[src/hw/nbp_regs.svh]
// Timing counts and address layout for the NAND pin sequencer.
// Assumes a 125 MHz system clock; counts are in clock cycles.
`ifndef NBP_REGS_SVH
`define NBP_REGS_SVH
// Strobe low and high phase, in ns and derived cycles
`define NBP_CLK_PERIOD_NS 8
`define NBP_WE_LOW_NS 24
`define NBP_WE_HIGH_NS 16
`define NBP_RD_ACCESS_NS 24
`define NBP_WE_LOW_CYC ((`NBP_WE_LOW_NS + `NBP_CLK_PERIOD_NS - 1) / `NBP_CLK_PERIOD_NS)
`define NBP_WE_HIGH_CYC ((`NBP_WE_HIGH_NS + `NBP_CLK_PERIOD_NS - 1) / `NBP_CLK_PERIOD_NS)
`define NBP_RD_ACCESS_CYC ((`NBP_RD_ACCESS_NS + `NBP_CLK_PERIOD_NS - 1) / `NBP_CLK_PERIOD_NS)
// Read path lag: pin register, three input flops, agreement stage
`define NBP_RD_SYNC_CYC 5
`define NBP_RD_LOW_CYC (`NBP_RD_ACCESS_CYC + `NBP_RD_SYNC_CYC)
// Cycles before the filtered ready level is trusted after a command
`define NBP_BUSY_GUARD_CYC 8
// Address geometry
`define NBP_ADDR_CYCLES 5
`define NBP_COL_BITS 12
`define NBP_ROW_BITS 17
`define NBP_PLANE_BIT 6
`define NBP_PAGE_MAIN_BYTES 2048
`define NBP_PAGE_SPARE_BYTES 64
`define NBP_PAGES_PER_BLOCK 64
`define NBP_BLOCKS 2048
`endif

[src/hw/nbp_pkg.sv]
// Types shared by the NAND pin sequencer files.
// Assumes nbp_regs.svh supplies the numeric constants.
package nbp_pkg;
  // Kind of one bus cycle
  typedef enum logic [1:0] {
    NBP_CYC_CMD = 2'h0,
    NBP_CYC_ADDR = 2'h1,
    NBP_CYC_WDATA = 2'h2,
    NBP_CYC_RDATA = 2'h3
  } nbp_cyc_t;
  // Strobe engine states, one bit changes from IDLE to LOW and from LOW to HIGH
  typedef enum logic [1:0] {
    NBP_ST_IDLE = 2'b00,
    NBP_ST_LOW = 2'b01,
    NBP_ST_HIGH = 2'b11
  } nbp_st_t;
endpackage : nbp_pkg

[src/hw/nbp_cyc_if.sv]
// Request and answer path between the sequencer and its strobe engine.
// Assumes one clock domain shared by both ends.
`timescale 1ns/1ps
interface nbp_cyc_if;
  import nbp_pkg::*;
  logic req;
  nbp_cyc_t kind;
  logic [7:0] wbyte;
  logic done;
  logic [7:0] rbyte;
  modport seq (output req, output kind, output wbyte,
               input done, input rbyte);
  modport eng (input req, input kind, input wbyte,
               output done, output rbyte);
endinterface : nbp_cyc_if

[src/hw/nbp_strobe.sv]
// Strobe engine: turns one cycle request into a pin-level bus cycle.
// Assumes io_in is already synchronised by the caller.
`timescale 1ns/1ps
`include "nbp_regs.svh"
module nbp_strobe
  import nbp_pkg::*;
(
  input wire logic clk_i,
  input wire logic nrst_i,
  nbp_cyc_if.eng cyc,
  input wire logic [7:0] io_in_i,
  output logic cmd_latch_o,
  output logic addr_latch_o,
  output logic write_strobe_n_o,
  output logic read_strobe_n_o,
  output logic [7:0] io_out_o,
  output logic io_oe_o
);
  nbp_st_t st;
  logic [3:0] cnt;
  nbp_cyc_t kind;
  wire is_rd = (kind == NBP_CYC_RDATA);
  wire cnt_zero = (cnt == 4'h0);
  // Read low phase also covers the pin register and input filter lag
  wire [3:0] low_cyc = (cyc.kind == NBP_CYC_RDATA) ?
                       4'(`NBP_RD_LOW_CYC) : 4'(`NBP_WE_LOW_CYC);
  // Cycle sequencing; the engine finishes one cycle before taking another
  always_ff @(posedge clk_i) begin
    if (!nrst_i) begin
      st <= NBP_ST_IDLE;
      cnt <= 4'h0;
      kind <= NBP_CYC_CMD;
      cmd_latch_o <= 1'b0;
      addr_latch_o <= 1'b0;
      write_strobe_n_o <= 1'b1;
      read_strobe_n_o <= 1'b1;
      io_out_o <= 8'h00;
      io_oe_o <= 1'b0;
      cyc.done <= 1'b0;
      cyc.rbyte <= 8'h00;
    end else begin
      cyc.done <= 1'b0;
      case (st)
        NBP_ST_IDLE: begin
          if (cyc.req) begin
            kind <= cyc.kind;
            cmd_latch_o <= (cyc.kind == NBP_CYC_CMD);
            addr_latch_o <= (cyc.kind == NBP_CYC_ADDR);
            io_out_o <= cyc.wbyte;
            io_oe_o <= (cyc.kind != NBP_CYC_RDATA);
            st <= NBP_ST_LOW;
            cnt <= low_cyc;
          end
        end
        NBP_ST_LOW: begin
          // read only with latches low, WE high
          write_strobe_n_o <= is_rd;
          read_strobe_n_o <= !is_rd;
          if (cnt_zero) begin
            write_strobe_n_o <= 1'b1;
            read_strobe_n_o <= 1'b1;
            if (is_rd)
              cyc.rbyte <= io_in_i;
            cnt <= 4'(`NBP_WE_HIGH_CYC);
            st <= NBP_ST_HIGH;
          end else begin
            cnt <= cnt - 4'h1;
          end
        end
        NBP_ST_HIGH: begin
          if (cnt_zero) begin
            cmd_latch_o <= 1'b0;
            addr_latch_o <= 1'b0;
            io_oe_o <= 1'b0;
            cyc.done <= 1'b1;
            st <= NBP_ST_IDLE;
          end else begin
            cnt <= cnt - 4'h1;
          end
        end
        default: st <= NBP_ST_IDLE;
      endcase
    end
  end
endmodule : nbp_strobe

[src/hw/nbp_host.sv]
// Host-side NAND pin sequencer: takes one user operation (command,
// optional five address bytes, optional second command, data bytes)
// and plays it onto the device pins. Assumes a single device whose
// ready/busy pin has an external pull-up.
`timescale 1ns/1ps
`include "nbp_regs.svh"
module nbp_host
  import nbp_pkg::*;
(
  input wire logic clk_i,
  input wire logic nrst_i,
  input wire logic op_start_i,
  input wire logic [7:0] op_cmd1_i,
  input wire logic op_addr_en_i,
  input wire logic [11:0] op_col_i,
  input wire logic [16:0] op_row_i,
  input wire logic op_cmd2_en_i,
  input wire logic [7:0] op_cmd2_i,
  input wire logic op_wait_busy_i,
  input wire logic op_is_write_i,
  input wire logic [11:0] op_len_i,
  input wire logic wdata_valid_i,
  input wire logic [7:0] wdata_i,
  input wire logic write_protect_en_i,
  output logic op_busy_o,
  output logic op_done_o,
  output logic wdata_ready_o,
  output logic rdata_valid_o,
  output logic [7:0] rdata_o,
  output logic chip_enable_n_o,
  output logic cmd_latch_o,
  output logic addr_latch_o,
  output logic write_strobe_n_o,
  output logic read_strobe_n_o,
  output logic write_protect_n_o,
  input wire logic ready_busy_n_i,
  input wire logic [7:0] io_i,
  output logic [7:0] io_o,
  output logic io_oe_o
);
  typedef enum logic [2:0] {
    NBP_PH_IDLE = 3'b000,
    NBP_PH_CMD1 = 3'b001,
    NBP_PH_ADDR = 3'b011,
    NBP_PH_CMD2 = 3'b010,
    NBP_PH_WAIT = 3'b110,
    NBP_PH_DATA = 3'b111,
    NBP_PH_END = 3'b101
  } nbp_ph_t;

  nbp_cyc_if cyc ();
  nbp_ph_t ph;
  logic [2:0] acnt;
  logic [11:0] dcnt;
  logic pending;
  logic [11:0] col;
  logic [16:0] row;
  logic [7:0] cmd2;
  logic cmd2_en;
  logic wait_busy;
  logic is_write;
  logic [11:0] len;
  logic [2:0] rb_sync;
  logic rb_ready;
  logic [7:0] io_s1;
  logic [7:0] io_s2;
  logic [7:0] io_s3;
  logic [7:0] io_f;
  logic [3:0] wcnt;
  logic s_cle;
  logic s_ale;
  logic s_we_n;
  logic s_re_n;
  logic [7:0] s_io;
  logic s_oe;

  // Address byte selection per cycle
  function automatic logic [7:0] nbp_addr_byte(input logic [2:0] idx,
      input logic [11:0] c, input logic [16:0] r);
    case (idx)
      // column low byte, then high nibble
      3'h0: nbp_addr_byte = c[7:0];
      3'h1: nbp_addr_byte = {4'h0, c[11:8]};
      // row bytes; plane bit in row[6]
      3'h2: nbp_addr_byte = r[7:0];
      3'h3: nbp_addr_byte = r[15:8];
      3'h4: nbp_addr_byte = {7'h00, r[16]};
      default: nbp_addr_byte = 8'h00;
    endcase
  endfunction : nbp_addr_byte

  // Ready/busy pin: three stages, change taken when last two agree
  always_ff @(posedge clk_i) begin
    if (!nrst_i) begin
      rb_sync <= 3'b111;
      rb_ready <= 1'b1;
    end else begin
      rb_sync <= {rb_sync[1:0], ready_busy_n_i};
      if (rb_sync[2] == rb_sync[1])
        rb_ready <= rb_sync[1];
    end
  end

  // Read bus: three flops, a byte counts once the last two agree;
  // the read low phase is stretched to cover this lag
  always_ff @(posedge clk_i) begin
    if (!nrst_i) begin
      io_s1 <= 8'h00;
      io_s2 <= 8'h00;
      io_s3 <= 8'h00;
      io_f <= 8'h00;
    end else begin
      io_s1 <= io_i;
      io_s2 <= io_s1;
      io_s3 <= io_s2;
      if (io_s2 == io_s3)
        io_f <= io_s3;
    end
  end

  wire eng_idle = !pending;
  wire wait_go = (wcnt == 4'h0) && (!wait_busy || rb_ready);
  wire data_left = (dcnt != len);
  wire issue = eng_idle && !cyc.done;
  wire wr_take = (ph == NBP_PH_DATA) && is_write && issue &&
                 data_left && wdata_valid_i;

  assign cyc.req = issue && (
    (ph == NBP_PH_CMD1) || (ph == NBP_PH_ADDR) || (ph == NBP_PH_CMD2) ||
    ((ph == NBP_PH_DATA) && data_left && (!is_write || wdata_valid_i)));
  // kind is exclusive, never CLE with ALE
  assign cyc.kind = (ph == NBP_PH_ADDR) ? NBP_CYC_ADDR :
                    (ph == NBP_PH_DATA) ?
                    (is_write ? NBP_CYC_WDATA : NBP_CYC_RDATA) :
                    NBP_CYC_CMD;
  assign cyc.wbyte = (ph == NBP_PH_ADDR) ? nbp_addr_byte(acnt, col, row) :
                     (ph == NBP_PH_CMD2) ? cmd2 :
                     (ph == NBP_PH_DATA) ? wdata_i : op_cmd1_i;

  // Operation phases; caller owns command validity
  // command bytes pass unaltered
  always_ff @(posedge clk_i) begin
    if (!nrst_i) begin
      ph <= NBP_PH_IDLE;
      acnt <= 3'h0;
      dcnt <= 12'h000;
      pending <= 1'b0;
      col <= 12'h000;
      row <= 17'h00000;
      cmd2 <= 8'h00;
      cmd2_en <= 1'b0;
      wait_busy <= 1'b0;
      is_write <= 1'b0;
      len <= 12'h000;
      wcnt <= 4'(`NBP_BUSY_GUARD_CYC);
    end else begin
      // Guard restarts on every entry into the wait phase
      if (ph != NBP_PH_WAIT)
        wcnt <= 4'(`NBP_BUSY_GUARD_CYC);
      else if (wcnt != 4'h0)
        wcnt <= wcnt - 4'h1;
      if (cyc.req)
        pending <= 1'b1;
      else if (cyc.done)
        pending <= 1'b0;
      case (ph)
        NBP_PH_IDLE: begin
          if (op_start_i && rb_ready) begin
            col <= op_col_i;
            row <= op_row_i;
            cmd2 <= op_cmd2_i;
            cmd2_en <= op_cmd2_en_i;
            wait_busy <= op_wait_busy_i;
            is_write <= op_is_write_i;
            len <= op_len_i;
            acnt <= 3'h0;
            dcnt <= 12'h000;
            ph <= NBP_PH_CMD1;
          end
        end
        NBP_PH_CMD1: if (cyc.done) begin
          ph <= op_addr_en_i ? NBP_PH_ADDR :
                cmd2_en ? NBP_PH_CMD2 : NBP_PH_WAIT;
        end
        NBP_PH_ADDR: if (cyc.done) begin
          acnt <= acnt + 3'h1;
          if (acnt == 3'(`NBP_ADDR_CYCLES - 1))
            ph <= (cmd2_en && !is_write) ? NBP_PH_CMD2 : NBP_PH_WAIT;
        end
        NBP_PH_CMD2: if (cyc.done) begin
          ph <= NBP_PH_WAIT;
        end
        NBP_PH_WAIT: begin
          // Busy can fall after the last strobe and the filter lags;
          // the guard keeps a stale ready from passing the wait
          if (wait_go) begin
            ph <= (is_write && cmd2_en && data_left) ? NBP_PH_DATA :
                  (is_write && cmd2_en) ? NBP_PH_CMD2 :
                  data_left ? NBP_PH_DATA : NBP_PH_END;
            // Closing command goes out after the data; a write with no address phase also sends it once before the data
            if (is_write && cmd2_en && !data_left)
              cmd2_en <= 1'b0;
          end
        end
        NBP_PH_DATA: begin
          if (cyc.done)
            dcnt <= dcnt + 12'h001;
          if (cyc.done && (dcnt + 12'h001 == len))
            ph <= (is_write && cmd2_en) ? NBP_PH_WAIT : NBP_PH_END;
        end
        NBP_PH_END: ph <= NBP_PH_IDLE;
        default: ph <= NBP_PH_IDLE;
      endcase
    end
  end

  nbp_strobe u_strobe (
    .clk_i(clk_i),
    .nrst_i(nrst_i),
    .cyc(cyc.eng),
    .io_in_i(io_f),
    .cmd_latch_o(s_cle),
    .addr_latch_o(s_ale),
    .write_strobe_n_o(s_we_n),
    .read_strobe_n_o(s_re_n),
    .io_out_o(s_io),
    .io_oe_o(s_oe)
  );

  // Registered pin and user outputs
  always_ff @(posedge clk_i) begin
    if (!nrst_i) begin
      chip_enable_n_o <= 1'b1;
      cmd_latch_o <= 1'b0;
      addr_latch_o <= 1'b0;
      write_strobe_n_o <= 1'b1;
      read_strobe_n_o <= 1'b1;
      write_protect_n_o <= 1'b0;
      io_o <= 8'h00;
      io_oe_o <= 1'b0;
      op_busy_o <= 1'b0;
      op_done_o <= 1'b0;
      wdata_ready_o <= 1'b0;
      rdata_valid_o <= 1'b0;
      rdata_o <= 8'h00;
    end else begin
      // chip enable low only within operation
      chip_enable_n_o <= (ph == NBP_PH_IDLE) || (ph == NBP_PH_END);
      cmd_latch_o <= s_cle;
      addr_latch_o <= s_ale;
      write_strobe_n_o <= s_we_n;
      read_strobe_n_o <= s_re_n;
      write_protect_n_o <= write_protect_en_i;
      io_o <= s_io;
      io_oe_o <= s_oe;
      op_busy_o <= (ph != NBP_PH_IDLE);
      op_done_o <= (ph == NBP_PH_END);
      wdata_ready_o <= wr_take;
      rdata_valid_o <= cyc.done && (ph == NBP_PH_DATA) && !is_write;
      if (cyc.done && (ph == NBP_PH_DATA) && !is_write)
        rdata_o <= cyc.rbyte;
    end
  end
endmodule : nbp_host

[config.mk]
export PLATFORM = sky130hd
export DESIGN_NAME = nbp_host
export DESIGN_NICKNAME = d
export VERILOG_FILES = /design/src/hw/nbp_pkg.sv /design/src/hw/nbp_cyc_if.sv /design/src/hw/nbp_strobe.sv /design/src/hw/nbp_host.sv
export VERILOG_INCLUDE_DIRS = /design/src /design/src/hw
export SDC_FILE = /design/constraint.sdc
export NUM_CORES = 1
export LEC_CHECK = 0
export BUFFER_PORTS_ARGS = -buffer_cell sky130_fd_sc_hd__buf_2
export CORE_ASPECT_RATIO = 0.9
export CORE_MARGIN = 10
export CORE_UTILIZATION = 34
export DETAILED_ROUTE_END_ITERATION = 12
export SETUP_SLACK_MARGIN = 0.2
export SYNTH_ARGS = -nofsm -noshare
export SYNTH_HDL_FRONTEND = slang
export SYNTH_SLANG_ARGS = --single-unit
[constraint.sdc]
create_clock -name clk_i -period 6.4 [get_ports clk_i]
set_clock_uncertainty 0.05 [all_clocks]
set_input_delay 1.28 -clock clk_i [delete_from_list [all_inputs] [get_ports clk_i]]
set_output_delay 1.28 -clock clk_i [all_outputs]
set_load 0.01 [all_outputs]
==> run_results.csv, run 1 <==
group,metric,value,unit
synthesis,ys_seq_area_frac,0.478,
detailed_routing,post_drt_wl_per_cell,15.6,um
global_routing,grt_use_met3,0.0360,
critical_path,path_max_fanout,64,
timing,tightestPinTransition,1.13,ns
final_layout,fillers,2023,
timing,rsz0062_at_grt,"false",
timing,fin_ws,3.37,ns
timing,fin_crit,3.03,ns
placement,dpl.hpwl,12.8,mm
synthesis,yosys.cell_types.count,63,
synthesis,ys_seq_elements,168,
final_layout,final_cell_mix,"168 x dfxtp_1, 145 x nand2_1, 109 x buf_2",
detailed_routing,avgViaCountPerCell,5.02,
floorplan,io_pins,110,
placement,io_buffer_count,109,
global_routing,met1_usage,0.184,
clock_tree,cts_root_buf,"clkbuf_16",
critical_path,crit_path_end_kind,"flop",
detailed_routing,drt_iter0_markers,445,
synthesis,synth_xor_area_frac,0.0496,
timing,final.setup.tns,0,ns
clock_tree,cts_buffer_depth,2,
synthesis,synth_top_family_by_area,"simple AND/OR/NAND/NOR gates",
clock_tree,postCtsHoldBufs,0,
clock_tree,postCtsSetupBuffers,0,
synthesis,yosysWarnings,0,
floorplan,die_w,172,um
global_routing,grt_start_max_net_pins,65,
clock_tree,clk_latency,0.43,ns
timing,period_share,0.474,
final_layout,nNetsFinal,985,
synthesis,syn-instance-count,813,
final_layout,fin_cells,1163,
timing,slew_headroom,0.247,
worst_hold_path,min_path_cells,1,
floorplan,fp-row-count,49,
clock_tree,cts_buffers,17,
detailed_routing,firstDrtPassIters,6,
synthesis,syn-num-nets,905,
critical_path,worstPathRequired,6.64,ns
synthesis,synth.avg_cell_area,8.66,sq um
critical_path,ff2ff_path_depth,4,
clock_tree,clkTransAtPathRegs,0.06,ns
floorplan,core_area,20200,sq um
placement,dp_slack,2.88,ns
global_routing,grt_pass1_wl,29.4,mm
floorplan,start_util,0.349,
synthesis,async_flop_share,0,
detailed_routing,ant_nets,0,
power,power.density,358,nW/um^2
clock_tree,cts_sinks,168,
placement,gp_congestion,0.896,
floorplan,die_h,156,um
critical_path,cp_data_arrival_time,3.27,ns
timing,setup_violations,0,
detailed_routing,finalWirelength,18.1,mm
critical_path,critPathKind,"input port to flop",
global_routing,grt_use_met2,0.204,
global_routing,grt.overflow.total,0,
flow_run,cap_violations,0,
synthesis,synth_simple_gate_area_frac,0.216,
global_routing,grt_busiest_layer,"met2",
power,p_total,2.97,mW
detailed_routing,vias,5841,
timing,fmax,330,MHz
floorplan,die_area,26900,sq um
timing,hold_viol,0,
synthesis,ys.flop_type,"dfxtp_1",
final_layout,area_growth_syn_to_layout,17.6,%
clock_tree,cts_tree,"built",
synthesis,synth_compound_area_frac,0.159,
clock_tree,cts_resized,0,
global_routing,grt.total_usage,0.136,
final_layout,drive_gt1_frac,0.181,
timing,slew_violations,0,
detailed_routing,drc_errors,0,
synthesis,synth_edf_count,0,
placement,dpl.cell_count,1129,
power,p_leak,3.26,nW
global_routing,first_global_vias,5654,
critical_path,cp-start-kind,"input port",
power,ir_worst_vdd,227,uV
status,outcome,"finished, final reports clean",
synthesis,synth_fa_ha_area_frac,0.0160,
global_routing,antenna_found_initial,2,
synthesis,synth_area,7040,sq um
clock_tree,htreeDepth,4,
synthesis,synth.area.mux_share,0.0428,
final_layout,layout_commonest_cell,"dfxtp_1",
worst_hold_path,min_path_type,"flop to flop",
worst max-delay path, cell delays in order:
cell	delay [ns]
buf_2	0.36
inv_2	0.91
buf_4	0.54
a21oi_1	0.08
per-layer routing:
layer  part of all wire  vias to the layer above
met1               0.48                     2710
met4              0.018                        0
met2               0.44                      147
met5                  0                        -
li1                   -                     2960
met3              0.058                       24
state kept, by name (all words and copies together) (netlist names), 12 cells and up:
name	cells
row	17
col	12
dcnt	12
len	12
cell usage after synthesis (all sizes together), types with 2 or more instances:
cell type,n,area [sq um]
dfxtp,168,3360
nand2,145,544
a21oi,88,455
nor2,72,273
and2,40,250
clkbuf,37,139
mux2i,29,290
o21ai,23,123
xor2,20,183
a22oi,19,148
xnor2,19,166
nand3,16,80.1
buf,14,86.3
inv,12,45.0
nor3,11,60.1
ha,9,113
a222oi,8,80.1
nand4,8,50.1
o221ai,8,70.1
nand2b,6,37.5
nor2b,5,31.3
a31oi,4,25.0
and3,4,26.3
nand3b,4,30.0
a211oi,3,22.5
a311oi,3,26.3
and4,3,27.5
nor4,3,18.8
o21a,3,22.5
o22ai,3,18.8
or3,3,23.8
or4,3,33.8
a211o,2,17.5
o211ai,2,15.0
o31ai,2,15.0
metrics by stage:
step                      utilization  hold slack (ns)  area, sq um
after floorplan                     -            0.336         7040
after global placement          0.382            0.339         7710
after detailed placement        0.382            0.343         7710
after CTS                       0.410            0.352         8270
after global routing            0.410            0.385         8280
final                           0.410            0.350         8280
worst paths after layout:
check | startpoint | slack [ns] | endpoint
max | nrst_i | 3.37 | acnt[1]
min | rb_sync[0] | 0.35 | rb_sync[1]
max reg2reg | ph[2] | 3.49 | rdata_o[1]
min reg2reg | rb_sync[0] | 0.35 | rb_sync[1]
report_power, final:
group          internal, mW  leakage, nW  switching, mW
registers              1.18         1.37          0.119
clock network         0.551        0.278          0.429
logic                 0.280         1.61          0.410
cells by family (layout without fill, tap and decap cells):
kind of cell | after synthesis | in the layout
and+or+nand+nor | 327 | 327
AOI/OAI and AO/OA | 176 | 176
other | 0 | 2
xor gates and xnor gates | 39 | 39
adders and majority gates | 9 | 9
muxes | 30 | 30
DFF | 168 | 168
buffers and inverters | 64 | 157
cell type report:
cell class	instances	area, sq um	share of cell area
multi-input combinational	581	3410	0.412
sequential	168	3360	0.406
timing repair buffer	112	568	0.0686
clock buffer	19	443	0.0535
tap	255	319	0.0385
clock inverter	13	119	0.0144
inverter	13	48.8	0.00589
antenna	2	5.00	0.000605
Note: power is estimated with default switching activity, not from simulation.
==> run 2, diff against run 1 <==
Settings changed: ABC_AREA set to 1.
Clock period 6.4 ns to 3 ns, I/O delays scaled along.
==> run 2 against run 1 <==
  * Die area is 2.1% higher
  * Critical endpoint is now rdata_o[6]
  * Sequential power is 120% higher
  * Worst hold slack worse by 0.057 ns
==> run_results.csv, run 2 <==
group,metric,value,unit
synthesis,synth.avg_cell_area,7.25,sq um
clock_tree,clkTransAtPathRegs,0.07,ns
synthesis,yosys.area.top_type_share,0.467,
synthesis,yosys.cell_types.count,43,
critical_path,cp_data_arrival_time,2.43,ns
timing,hold_viol,0,
timing,slew_violations,0,
critical_path,r2r-start,"ph[2]",
detailed_routing,post_drt_wl_per_cell,13.6,um
global_routing,grt_pass1_wl,30.9,mm
clock_tree,cts_buffer_depth,2,
synthesis,async_flop_share,0,
detailed_routing,firstDrtPassIters,5,
synthesis,synth_edf_count,0,
status,outcome,"finished, final reports clean",
timing,final.setup.tns,0,ns
global_routing,first_global_vias,6070,
critical_path,cp-start-kind,"flop",
timing,rsz0062_at_grt,"false",
synthesis,ys_seq_area_frac,0.467,
global_routing,antenna_found_initial,1,
power,p_sw_frac,0.363,
placement,placed_cell_area,8010,sq um
critical_path,ff2ff_path_depth,9,
critical_path,worstPathRequired,3.28,ns
worst_hold_path,min_path_type,"input port to flop",
floorplan,fp-row-count,50,
final_layout,area_growth_syn_to_layout,19.4,%
worst_hold_path,min_path_cells,3,
final_layout,final_util,0.413,
final_layout,nNetsFinal,1186,
power,pwr-share-comb,0.291,
placement,gp_congestion,0.902,
detailed_routing,ant_nets,0,
synthesis,synth_commonest_cells,"193 x nand2_1, 168 x dfxtp_1, 161 x nor2_1",
floorplan,die_h,158,um
final_layout,fillers,2177,
power,clkPwrFrac,0.306,
final_layout,top_register,"row",
final_layout,largest_reg_flops,17,
final_layout,drive_gt1_frac,0.177,
timing,slew_headroom,0.623,
floorplan,core_area,20800,sq um
synthesis,syn-num-nets,1086,
power,p_seq_frac,0.403,
placement,io_buffer_count,109,
placement,dpl.hpwl,14.0,mm
critical_path,crit_path_start,"ph[2]",
final_layout,final_cell_mix,"193 x nand2_1, 168 x dfxtp_1, 161 x nor2_1",
clock_tree,cts_root_buf,"clkbuf_16",
final_layout,stdcell_area,8600,sq um
synthesis,ys_seq_elements,168,
global_routing,grt_start_max_net_pins,133,
detailed_routing,drc_errors,0,
power,ir_worst_vdd,425,uV
global_routing,grt.total_usage,0.139,
synthesis,ys.flop_type,"dfxtp_1",
clock_tree,cts_resized,0,
clock_tree,postCtsSetupBuffers,0,
timing,setup_violations,0,
power,p_leak,4.11,nW
timing,fmax,465,MHz
synthesis,yosysMostFrequentCell,"nand2_1",
critical_path,crit_path_end_kind,"flop",
floorplan,die_area,27400,sq um
timing,tightestPinTransition,0.563,ns
synthesis,yosysTopAreaCell,"dfxtp_1",
global_routing,grt.overflow.total,0,
floorplan,die_w,173,um
critical_path,path_max_fanout,12,
critical_path,critPathKind,"flop to flop",
detailed_routing,finalWirelength,19.0,mm
timing,period_share,0.717,
clock_tree,cts_buffers,17,
clock_tree,cts_tree,"built",
synthesis,synth_area,7200,sq um
clock_tree,htreeDepth,4,
detailed_routing,avgViaCountPerCell,4.58,
clock_tree,cts_sinks,168,
synthesis,syn-instance-count,994,
flow_run,cap_violations,0,
synthesis,synth_area_leaders,"dfxtp_1 47%, nand2_1 10%, nor2_1 8.4%, o21ai_0 7.1%, inv_1 6.5%",
power,p_sw,2.57,mW
timing,fin_crit,2.15,ns
synthesis,yosysWarnings,0,
clock_tree,postCtsHoldBufs,0,
floorplan,io_pins,110,
clock_tree,clk_latency,0.43,ns
worst_hold_path,hold_path.startpoint,"io_i[7]",
power,power.density,823,nW/um^2
floorplan,start_util,0.346,
detailed_routing,vias,6383,
power,p_int,4.51,mW
detailed_routing,drt_iter0_markers,512,
final_layout,layout_commonest_cell,"nand2_1",
-- run 2: cell types whose count changed in the layout (fill, tap and decap cells not counted), moves of 8 or more --
cell,delta
mux2i_1,-29
a22oi_1,-18
nand2_1,+48
xor2_1,-10
a21oi_1,-24
and2_1,-40
o21ai_0,+83
xnor2_1,-16
nor2_1,+90
inv_2,+9
nand2_2,+13
a222oi_1,-8
nand3_1,+14
inv_1,+113
-- run 2: final cells by class --
class	count	area, sq um	share of cell area
flip-flops and latches	168	3360	0.391
multi-input cells	658	3180	0.369
repair buffers	113	603	0.0701
inverters	136	510	0.0593
clock buffers	17	425	0.0495
well taps	286	358	0.0416
clock inverters	14	160	0.0186
diodes	2	5.00	0.000582
-- run 2: metal layers --
metal  global-route usage  vias to the layer above  wire (um)
met5                    0                        -          0
met4               0.0377                        0        135
met3               0.0443                       13       1310
met2                0.206                      182       8010
met1                0.191                     2832       9580
li1                     -                     3356          -
-- run 2: critical path: stages (launching register included) --
cell and delay [ns]:
dfxtp_1 0.38, inv_1 0.16, nor2_4 0.35, inv_2 0.22, nor2_8 0.18, inv_2 0.07, nor2_2 0.31, inv_2 0.15
nor2_1 0.12, nor2_1 0.05
-- run 2: kinds of logic after synthesis --
family | Yosys count | share of synthesized area
AO/OA/AOI/OAI | 191 | 0.142
XOR/XNOR | 12 | 0.0146
adder cells (fa/ha/maj) | 9 | 0.0156
buffers and inverters | 168 | 0.0922
flip-flops | 168 | 0.467
AND/OR/NAND/NOR | 446 | 0.268
-- run 2: final timing paths --
check / endpoint / slack, ns
max: rdata_o[6] / 0.85
min: io_s1[7] / 0.29
max reg2reg: rdata_o[6] / 0.85
min reg2reg: io_s2[6] / 0.35
-- run 2: power groups by stage --
stage / Sequential (mW) / Combinational (mW) / Clock (mW)
global placement: 2.90 / 2.04 / 0
CTS: 2.85 / 2.06 / 2.22
detailed placement: 2.90 / 2.05 / 0
finish: 2.86 / 2.06 / 2.17
global route: 2.91 / 2.37 / 2.31
floorplan: 2.88 / 1.55 / 0
-- run 2: through the flow --
step | instances | hold slack [ns] | worst slack, ns | power (mW)
global placement | 1361 | 0.344 | 0.918 | 4.93
finish | 1394 | 0.294 | 0.848 | 7.08
global route | 1392 | 0.287 | 0.630 | 7.58
floorplan | 994 | 0.340 | 1.37 | 4.43
detailed placement | 1361 | 0.345 | 0.864 | 4.95
CTS | 1392 | 0.277 | 0.857 | 7.14
